### src/led_diag_params.svh
`ifndef LED_DIAG_PARAMS_SVH
`define LED_DIAG_PARAMS_SVH

// ----------------------------------------------------------------------------
// register offsets
// ----------------------------------------------------------------------------
`define OFS_FAULT_FLAGS   8'h12
`define OFS_STATE_MON     8'h14
`define OFS_IN_DUTY_MON   8'h16
`define OFS_OUT_DUTY_MON  8'h18
`define OFS_CURRENT_MON   8'h1A
`define OFS_IRQ_STATUS    8'h20
`define OFS_IRQ_ENABLE    8'h22
`define OFS_IRQ_CLEAR     8'h24

// ----------------------------------------------------------------------------
// fault register field positions
// ----------------------------------------------------------------------------
`define BIT_TIMEOUT_FLAG  14
`define BIT_TIMEOUT_ACK   13
`define BIT_BADCFG_FLAG   12
`define BIT_BADCFG_ACK    11
`define BIT_COMBINED_FLAG 10
`define BIT_COMBINED_ACK  9
`define BIT_GROUND_SHORT  8
`define BIT_INT_SHORT     7
`define BIT_OPEN_STRING   6

// ----------------------------------------------------------------------------
// reset values
// ----------------------------------------------------------------------------
`define RST_REG16         16'h0000
`define RST_IRQ3          3'h0

`endif

### src/led_diag_pkg.sv
package led_diag_pkg;
  typedef logic [7:0]  addr_t;
  typedef logic [15:0] word_t;
  // live state codes of the functional state machine
  typedef enum logic [4:0] {
    st_disabled        = 5'h00,
    st_regulator_start = 5'h01,
    st_memory_read     = 5'h02,
    st_standby         = 5'h03,
    st_converter_start = 5'h04,
    st_normal          = 5'h10,
    st_shutdown        = 5'h11,
    st_recovery        = 5'h12,
    st_all_failed      = 5'h13
  } live_state_e;
endpackage

### src/led_fault_diag_registers.sv
// Behaviour
// - bit 14 of fault register latches a serial bus timeout fault.
// - writing one to a status bit and its clear bit together clears flag and interrupt.
// - bit 12 latches invalid string configuration; its clear bit is bit 11.
// - bit 10 latches any open, internal short or ground short; clear bit 9.
// - read-only bit 8 shows a string shorted to ground.
// - bits 7 and 6 show internal short and open; cleared with bit 10.
// - bits 5 down to 0 show per-channel faults, channel six on bit 5.
// - state monitor bits 4 to 0 show the live state machine state.
// - state codes 0h to 13h as defined; 4h to Fh mean converter startup.
// - input duty monitor shows the measured 16-bit input duty.
// - output duty monitor shows the configured 16-bit output duty.
// - unused upper bits of diagnostic registers read zero and reset to zero.
// - current monitor bits 11 to 0 hold the 12-bit drive code; upper zero.
//
// The plain strobed port is this design's own decision.
`timescale 1ns/1ns
`default_nettype none
`include "led_diag_params.svh"

module led_fault_diag_registers (
  // clock and reset
  input  wire logic                 sys_clk_i,
  input  wire logic                 rst_i,
  // register port
  input  wire led_diag_pkg::addr_t  reg_addr_i,
  input  wire led_diag_pkg::word_t  reg_wdata_i,
  input  wire logic                 reg_wr_i,
  input  wire logic                 reg_rd_i,
  output logic [15:0]               reg_rdata_o,
  // fault events, one-cycle pulses from same-clock logic
  input  wire logic                 bus_timeout_i,
  input  wire logic                 bad_string_cfg_i,
  input  wire logic                 string_fault_i,
  // live fault views
  input  wire logic                 ground_short_i,
  input  wire logic                 internal_short_i,
  input  wire logic                 open_string_i,
  input  wire logic [5:0]           channel_fault_i,
  // live diagnostic values
  input  wire led_diag_pkg::live_state_e live_state_code_i,
  input  wire led_diag_pkg::word_t  input_duty_i,
  input  wire led_diag_pkg::word_t  output_duty_i,
  input  wire logic [11:0]          drive_current_code_i,
  // interrupt
  output logic                      fault_irq_o
);
  import led_diag_pkg::*;

  // ----------------------------------------------------------------------------
  // latched fault flags and sticky detail bits
  // ----------------------------------------------------------------------------
  logic       timeout_flag_ff, nxt_timeout_flag;
  logic       badcfg_flag_ff,  nxt_badcfg_flag;
  logic       combined_flag_ff, nxt_combined_flag;
  logic       int_short_ff,    nxt_int_short;
  logic       open_ff,         nxt_open;
  logic [2:0] irq_en_ff,       nxt_irq_en;
  logic [2:0] irq_sts_ff,      nxt_irq_sts;
  logic [15:0] rdata_ff,       nxt_rdata;

  function automatic logic pair_clear(input logic [15:0] d, input int flag_bit,
                                      input int ack_bit);
    pair_clear = d[flag_bit] & d[ack_bit];
  endfunction

  logic wr_fault;
  logic clr_timeout, clr_badcfg, clr_combined;
  assign wr_fault = reg_wr_i && (reg_addr_i == `OFS_FAULT_FLAGS);
  // paired write decode; a lone one is ignored
  // both bits needed
  assign clr_timeout  = wr_fault && pair_clear(reg_wdata_i, `BIT_TIMEOUT_FLAG, `BIT_TIMEOUT_ACK);
  assign clr_badcfg   = wr_fault && pair_clear(reg_wdata_i, `BIT_BADCFG_FLAG, `BIT_BADCFG_ACK);
  assign clr_combined = wr_fault &&
                        pair_clear(reg_wdata_i, `BIT_COMBINED_FLAG, `BIT_COMBINED_ACK);

  // next flag values; a new event in the clear cycle wins over the clear
  always_comb begin
    nxt_timeout_flag  = bus_timeout_i | (timeout_flag_ff & ~clr_timeout);
    nxt_badcfg_flag   = bad_string_cfg_i | (badcfg_flag_ff & ~clr_badcfg);
    nxt_combined_flag = string_fault_i | ground_short_i | internal_short_i | open_string_i |
                        (combined_flag_ff & ~clr_combined);
    nxt_int_short     = internal_short_i | (int_short_ff & ~clr_combined);
    nxt_open          = open_string_i | (open_ff & ~clr_combined);
  end

  always_ff @(posedge sys_clk_i or posedge rst_i) begin
    if (rst_i) begin
      timeout_flag_ff  <= 1'b0;
      badcfg_flag_ff   <= 1'b0;
      combined_flag_ff <= 1'b0;
      int_short_ff     <= 1'b0;
      open_ff          <= 1'b0;
    end else begin
      timeout_flag_ff  <= nxt_timeout_flag;
      badcfg_flag_ff   <= nxt_badcfg_flag;
      combined_flag_ff <= nxt_combined_flag;
      int_short_ff     <= nxt_int_short;
      open_ff          <= nxt_open;
    end
  end

  // ----------------------------------------------------------------------------
  // interrupt status, enable and clear
  // ----------------------------------------------------------------------------
  logic [2:0] irq_events;
  logic [2:0] pair_clr;
  assign irq_events = {nxt_combined_flag & ~combined_flag_ff,
                       nxt_badcfg_flag & ~badcfg_flag_ff,
                       nxt_timeout_flag & ~timeout_flag_ff};
  assign pair_clr   = {clr_combined, clr_badcfg, clr_timeout};

  // status may only drop once the fault itself is acknowledged, so the pin
  // cannot fall while a fault flag stands latched with its enable bit set
  always_comb begin
    nxt_irq_en  = irq_en_ff;
    nxt_irq_sts = irq_sts_ff;
    if (reg_wr_i && (reg_addr_i == `OFS_IRQ_ENABLE)) begin
      nxt_irq_en = reg_wdata_i[2:0];
    end
    if (reg_wr_i && (reg_addr_i == `OFS_IRQ_CLEAR)) begin
      nxt_irq_sts = nxt_irq_sts & ~(reg_wdata_i[2:0] &
                    ~{combined_flag_ff, badcfg_flag_ff, timeout_flag_ff});
    end
    nxt_irq_sts = (nxt_irq_sts & ~pair_clr) | irq_events |
                  {nxt_combined_flag, nxt_badcfg_flag, nxt_timeout_flag};
  end

  always_ff @(posedge sys_clk_i or posedge rst_i) begin
    if (rst_i) begin
      irq_en_ff  <= `RST_IRQ3;
      irq_sts_ff <= `RST_IRQ3;
    end else begin
      irq_en_ff  <= nxt_irq_en;
      irq_sts_ff <= nxt_irq_sts;
    end
  end

  // level interrupt while an enabled status bit stands
  assign fault_irq_o = |(irq_sts_ff & irq_en_ff);

  // ----------------------------------------------------------------------------
  // read path
  // ----------------------------------------------------------------------------
  logic [15:0] fault_word;
  always_comb begin
    fault_word = `RST_REG16;
    fault_word[`BIT_TIMEOUT_FLAG]  = timeout_flag_ff;
    fault_word[`BIT_BADCFG_FLAG]   = badcfg_flag_ff;
    fault_word[`BIT_COMBINED_FLAG] = combined_flag_ff;
    fault_word[`BIT_GROUND_SHORT]  = ground_short_i;
    fault_word[`BIT_INT_SHORT]     = int_short_ff;
    fault_word[`BIT_OPEN_STRING]   = open_ff;
    fault_word[5:0]                = channel_fault_i;
  end

  // read data registered; unmapped addresses read zero
  always_comb begin
    nxt_rdata = `RST_REG16;
    if (reg_rd_i) begin
      unique case (reg_addr_i)
        `OFS_FAULT_FLAGS:  nxt_rdata = fault_word;
        // live state code passed through, upper bits zero
        `OFS_STATE_MON:    nxt_rdata = {11'h000, live_state_code_i};
        `OFS_IN_DUTY_MON:  nxt_rdata = input_duty_i;
        `OFS_OUT_DUTY_MON: nxt_rdata = output_duty_i;
        `OFS_CURRENT_MON:  nxt_rdata = {4'h0, drive_current_code_i};
        `OFS_IRQ_STATUS:   nxt_rdata = {13'h0000, irq_sts_ff};
        `OFS_IRQ_ENABLE:   nxt_rdata = {13'h0000, irq_en_ff};
        default:           nxt_rdata = `RST_REG16;
      endcase
    end
  end

  always_ff @(posedge sys_clk_i or posedge rst_i) begin
    if (rst_i) begin
      rdata_ff <= `RST_REG16;
    end else begin
      rdata_ff <= nxt_rdata;
    end
  end

  assign reg_rdata_o = rdata_ff;
endmodule

`default_nettype wire

### config.mk
export PLATFORM = sky130hd
export DESIGN_NAME = led_fault_diag_registers
export DESIGN_NICKNAME = d
export VERILOG_FILES = /design/src/led_diag_pkg.sv /design/src/led_fault_diag_registers.sv
export VERILOG_INCLUDE_DIRS = /design/src
export SDC_FILE = /design/constraint.sdc
export NUM_CORES = 1
export LEC_CHECK = 0
export BUFFER_PORTS_ARGS = -buffer_cell sky130_fd_sc_hd__buf_2
export CORE_MARGIN = 2
export CORE_UTILIZATION = 39
export CTS_BUF_LIST = sky130_fd_sc_hd__clkbuf_2 sky130_fd_sc_hd__clkbuf_4 sky130_fd_sc_hd__clkbuf_8
export DETAILED_ROUTE_END_ITERATION = 8
export PLACE_DENSITY_LB_ADDON = 0.15
export SETUP_SLACK_MARGIN = 0.3
export SLEW_MARGIN = 5
export SYNTH_ARGS = -nofsm -noshare
export SYNTH_HDL_FRONTEND = slang
export SYNTH_SLANG_ARGS = --single-unit
### constraint.sdc
create_clock -name sys_clk_i -period 0.9 [get_ports sys_clk_i]
set_input_delay 0.045 -clock sys_clk_i [delete_from_list [all_inputs] [get_ports sys_clk_i]]
set_output_delay 0.045 -clock sys_clk_i [all_outputs]
set_load 0.05 [all_outputs]
Yosys cells after proc, flatten, opt, wreduce, memory -nomap -nowiden
Index checks and enable logic that the tools add are counted.
- flip-flop bits (word level): 27
- input port bits: 89
- output and inout port bits: 17
- word-level logic and storage cells: 60
- equal/unequal tests: 8
- muxes and demuxes: 3
- bitwise logic cells: 34
- reduce and logical (&&, ||, !) cells: 7
- operator list (operator ; number):
    $pmux 16 s7 ; 1
    $eq 8x5->1 const B ; 5
    $eq 8x6->1 const B ; 3
    $mux 16 ; 1
    $and 3x3->3 ; 4
    $and 1x1->1 ; 11
    $not 3->3 ; 3
    $or 1x1->1 ; 8
    $logic_and 1x1->1 ; 6
    $not 1->1 ; 6
    $or 3x3->3 ; 2
    $mux 3 ; 1
    $reduce_or 3->1 ; 1

Longest topological paths before layout
- depth after elaboration: 9
- gate-level depth with buffers: 6
- depth with buffers taken out: 4

Worst setup path before layout
No wires, ideal clock.
- kind: input-to-reg
- start point: input port reg_addr_i[4]
- end point: register irq_en_ff[0]
- setup time: 0.125 ns
- arrival time: 1.516 ns
- data required time: 0.775 ns
- path slack: -0.741 ns
- stages: 4
- buffers on the path: 0
- path through: or4b_1 > or4_4 > nor2_4 > mux2_2
- longest elaborated chain between the ends: 2
- RTL lines (element ; RTL line ; RTL):
    from (decl) ; led_fault_diag_registers.sv:26 ; input wire led_diag_pkg::addr_t reg_addr_i,
    $eq 8x6->1 ; -- ;
    $logic_and 1x1->1 ; led_fault_diag_registers.sv:118 ; if (reg_wr_i && (reg_addr_i == `OFS_IRQ_ENABLE)) begin
    to (signal assigned) ; led_fault_diag_registers.sv:131 ; irq_en_ff <= `RST_IRQ3;
    to (signal assigned) ; led_fault_diag_registers.sv:134 ; irq_en_ff <= nxt_irq_en;
    to (decl) ; led_fault_diag_registers.sv:58 ; logic [2:0] irq_en_ff, nxt_irq_en;
No other way between the ends.
A chain may end at the register's enable or synchronous reset.

Worst setup path in the final report
Ends and elaborated chain as after synthesis.

==> results by group <==
Run status
  • Status: complete, but fails checks
  • Failing checks: hold timing, setup timing

Job
  • Maxcap violations: 0

Critical path
  • Arrival @ worst endpoint: 1.62 ns
  • Crit path required time: 1.07 ns
  • CP startpoint kind: input pin
  • WS Path Type: input pin to flop
  • Crit. End Element: flop
  • Max FO, Critical Path: 3

STA
  • Final setup violation count: 30
  • Fin. Hold Viols: 12
  • Slew Limit Fails: 0
  • RSZ-0062 raised after global routing: yes
  • Post-route setup slack: -0.553 ns
  • Fmax: 688 MHz
  • Final min period: about 1.5 ns
  • Slew of the pin with the lowest slew margin: ~0.50 ns
  • Final hold slack: -0.0633 ns
  • Final period util: 161%
  • Worst clock skew: 0.0114 ns
  • Slew margin rel.: approximately 67%
  • Final setup TNS: -10.80 ns

Clocking
  • Clk slew on worst S/H paths: around 0.11 ns
  • Htree depth: 1
  • CTS tree: yes
  • Num CTS Buffers: 3
  • Clock sink count: 27
  • Post-CTS Hold Buffers: 1
  • Clock Path Buffers: 2
  • Root Buffer: clkbuf_8
  • Clock latency on the worst-skew pair: 0.29 ns

Route
  • Via Count: ~1.8k
  • DR iter-0 viols: a little under 70
  • Residual DRC count: 0
  • WL final: about 5300 um
  • Via density: 5.09
  • Routed wire length per instance: between 10 and 15 um
  • TritonRoute pass-1 iters: 4
  • ANT nets after route: 0

Synthesis
  • Mapped Area: ~1600 um2
  • Main combinational cell family by area after synthesis: simple AND/OR/NAND/NOR gates
  • Post-Synthesis Cells: approximately 170
  • Post-Syn Area per Cell: between 9 and 10 um2
  • Mapped Nets: between 200 and 300
  • Synthesis warning total: 0
  • Adder-cell share of the synthesized area: 0%
  • Distinct cells, synth: 37
  • Dominant synthesized flop cell: dfrtp_1
  • Async SR Flop Fraction: 100%
  • Yosys reg bits: 27
  • Register area share after synthesis: a little over two fifths
  • Number of flops mapped to enable cells by yosys: 0
  • Post-synthesis compound-gate area fraction: around a fifth
  • Simple-Gate Fraction of Synth Area: 23.5%
  • XOR/XNOR share of the synthesized area: 0%
  • Mux share of post-synthesis cell area: between 10% and 20%

Final layout
  • Layout fillers: 302
  • Fin nets: ~400
  • Share of cells above drive strength 1: around 63%
  • Finished Layout Cells: 359
  • Ant diodes: 0
  • Area Overhead vs Synth: 83.2%

Power
  • Combinational fraction of design power: 24.6%
  • Overall power: about 2.6 mW
  • Sequential Power Share: 47.0%
  • P_leak: between 1 and 1.5 nW
  • Internal: approximately 1.9 mW
  • Sw Ratio: ~27%
  • Pwr/cell area: 886 nW/um2
  • Maximum vdd drop: 660 uV
  • Net Sw Power: roughly 710 uW
  • Clock power frac: approximately 28%

Floorplan
  • Num ports: around 110
  • Die ar.: 4650 um2
  • Die Height: 68.2 um
  • Starting Density: 40.4%
  • Row count: 23
  • Die Width: 68.2 um
  • Core Box Area: approximately 4000 um2

Global routing
  • First-pass GRT wire length: 7780 um
  • Overflow after GRT: 0
  • Overall routing resource usage: roughly 22%
  • Number of global-route vias before repair: 1720
  • Initial antenna violation count: 0
  • Pin count of the biggest net entering global routing: 28

Min path
  • Hold Crit Class: input pin to flop

Placed design
  • Gpl congestion: 0.747
  • PortBufs: just under 100
  • HPWL Detailed: about 3800 um
  • Dpl cells: 340
==> flip-flops by register name (all words and copies together) (netlist names) <==
name	flops
combined_flag_ff	1
badcfg_flag_ff	1
timeout_flag_ff	1
irq_en_ff	3
reg_rdata_o	16
int_short_ff	1
open_ff	1
irq_sts_ff	3
==> synth_stat cells (3+ instances only) <==
cell type | instances | area (um2)
clkbuf_1 | 5 | 18.8
a21o_1 | 4 | 30.0
nand4_1 | 3 | 18.8
nand2_1 | 14 | 52.6
mux2i_1 | 13 | 130
and2_0 | 3 | 18.8
inv_1 | 3 | 11.3
a31oi_1 | 3 | 18.8
nor3b_1 | 4 | 30.0
and2_1 | 5 | 31.3
nor2b_1 | 3 | 18.8
o22a_1 | 3 | 26.3
nor2_1 | 15 | 56.3
a21oi_1 | 8 | 40.0
o21ai_0 | 9 | 45.0
nand3_1 | 3 | 15.0
a22oi_1 | 9 | 67.6
mux2_2 | 6 | 67.6
dfrtp_1 | 27 | 676
buf_2 | 4 | 20.0
==> layer usage <==
layer	wire length, um	vias to the layer above	part of all wire [%]	track usage, %
met2	2780	60	53	41.9
met4	29	0	0.55	3.75
met3	281	4	5.3	2.96
li1	-	899	-	-
met5	0	-	0	0
met1	2190	866	41	26.9
==> worst paths after layout <==
| path | depth (start not counted) | slack (ns) | from | end |
|---|---|---|---|---|
| max in group asynchronous | 4 | 0.40 | rst_i | reg_rdata_o[1] |
| min reg2reg | 1 | 0.50 | open_ff | open_ff |
| max | 5 | -0.55 | reg_addr_i[4] | irq_en_ff[0] |
| min | 2 | -0.06 | bus_timeout_i | timeout_flag_ff |
| max reg2reg | 5 | -0.31 | irq_sts_ff[1] | reg_rdata_o[1] |
| min in group asynchronous | 4 | 0.31 | rst_i | open_ff |
==> critical path, stage by stage <==
cell and delay (ns):
buf_6 0.09, or4b_4 0.54, or4_4 0.46, nor2_4 0.16
mux2_4 0.32
==> cell usage in the layout (no fill, tap or decap), types with 3 or more instances in the layout <==
master    instances
clkbuf_8          3
o22a_1            3
buf_4            35
mux2_2            3
buf_8            15
a22oi_1           9
o21ai_1           4
and2_1            5
nor3b_2           3
and2_0            3
nor2b_1           3
mux2_4            3
nor2_1           13
a21oi_2           6
buf_2            78
buf_6            13
mux2i_1          12
nand4_1           3
dfrtp_1          11
dfrtp_2          16
a21o_1            4
nand2_1          14
nand3_1           3
o21ai_0           5
buf_12            3
a31oi_1           3
==> power groups by stage <==
stage          combinational (mW)  clock, mW  sequential, mW
2_1_floorplan               0.248          0            1.25
3_3_place_gp                0.561          0            1.25
3_5_place_dp                0.565          0            1.25
4_1_cts                     0.621      0.744            1.22
5_1_grt                     0.689      0.797            1.22
6_report                    0.641      0.739            1.22
==> cell families after synthesis <==
logic type,Yosys count
AO/OA/AOI/OAI,45
multiplexers,19
buffers and inverters,12
AND/OR/NAND/NOR,65
flip-flops,27
==> area by class of cell <==
class / instances / area [um2] / area share, %
clock buffer: 3 / 41.3 / 1.40
multi-input combinational: 130 / 1030 / 34.9
timing repair buffer: 145 / 1090 / 37.2
inverter: 3 / 11.3 / 0.383
tap: 50 / 62.6 / 2.13
clock inverter: 1 / 7.51 / 0.255
sequential: 27 / 696 / 23.7
==> stage by stage <==
step | util [%] | area (um2) | setup slack, ns
after floorplan | - | 1710 | -0.719
after global placement | 62.6 | 2490 | -0.847
after detailed placement | 62.6 | 2490 | -0.855
after CTS | 71.8 | 2850 | -0.528
after global routing | 74.0 | 2940 | -0.563
final | 74.0 | 2940 | -0.553
==> repair_timing <==
item                                    CTS  global route
endpoints found under the setup margin   44            44
pin swaps                                11            14
buffers inserted                          9             4
gates resized for setup                  65            15
gates cloned                              0             1
endpoints found under the hold margin    40             8
Note: power is estimated with default switching activity, not from simulation.
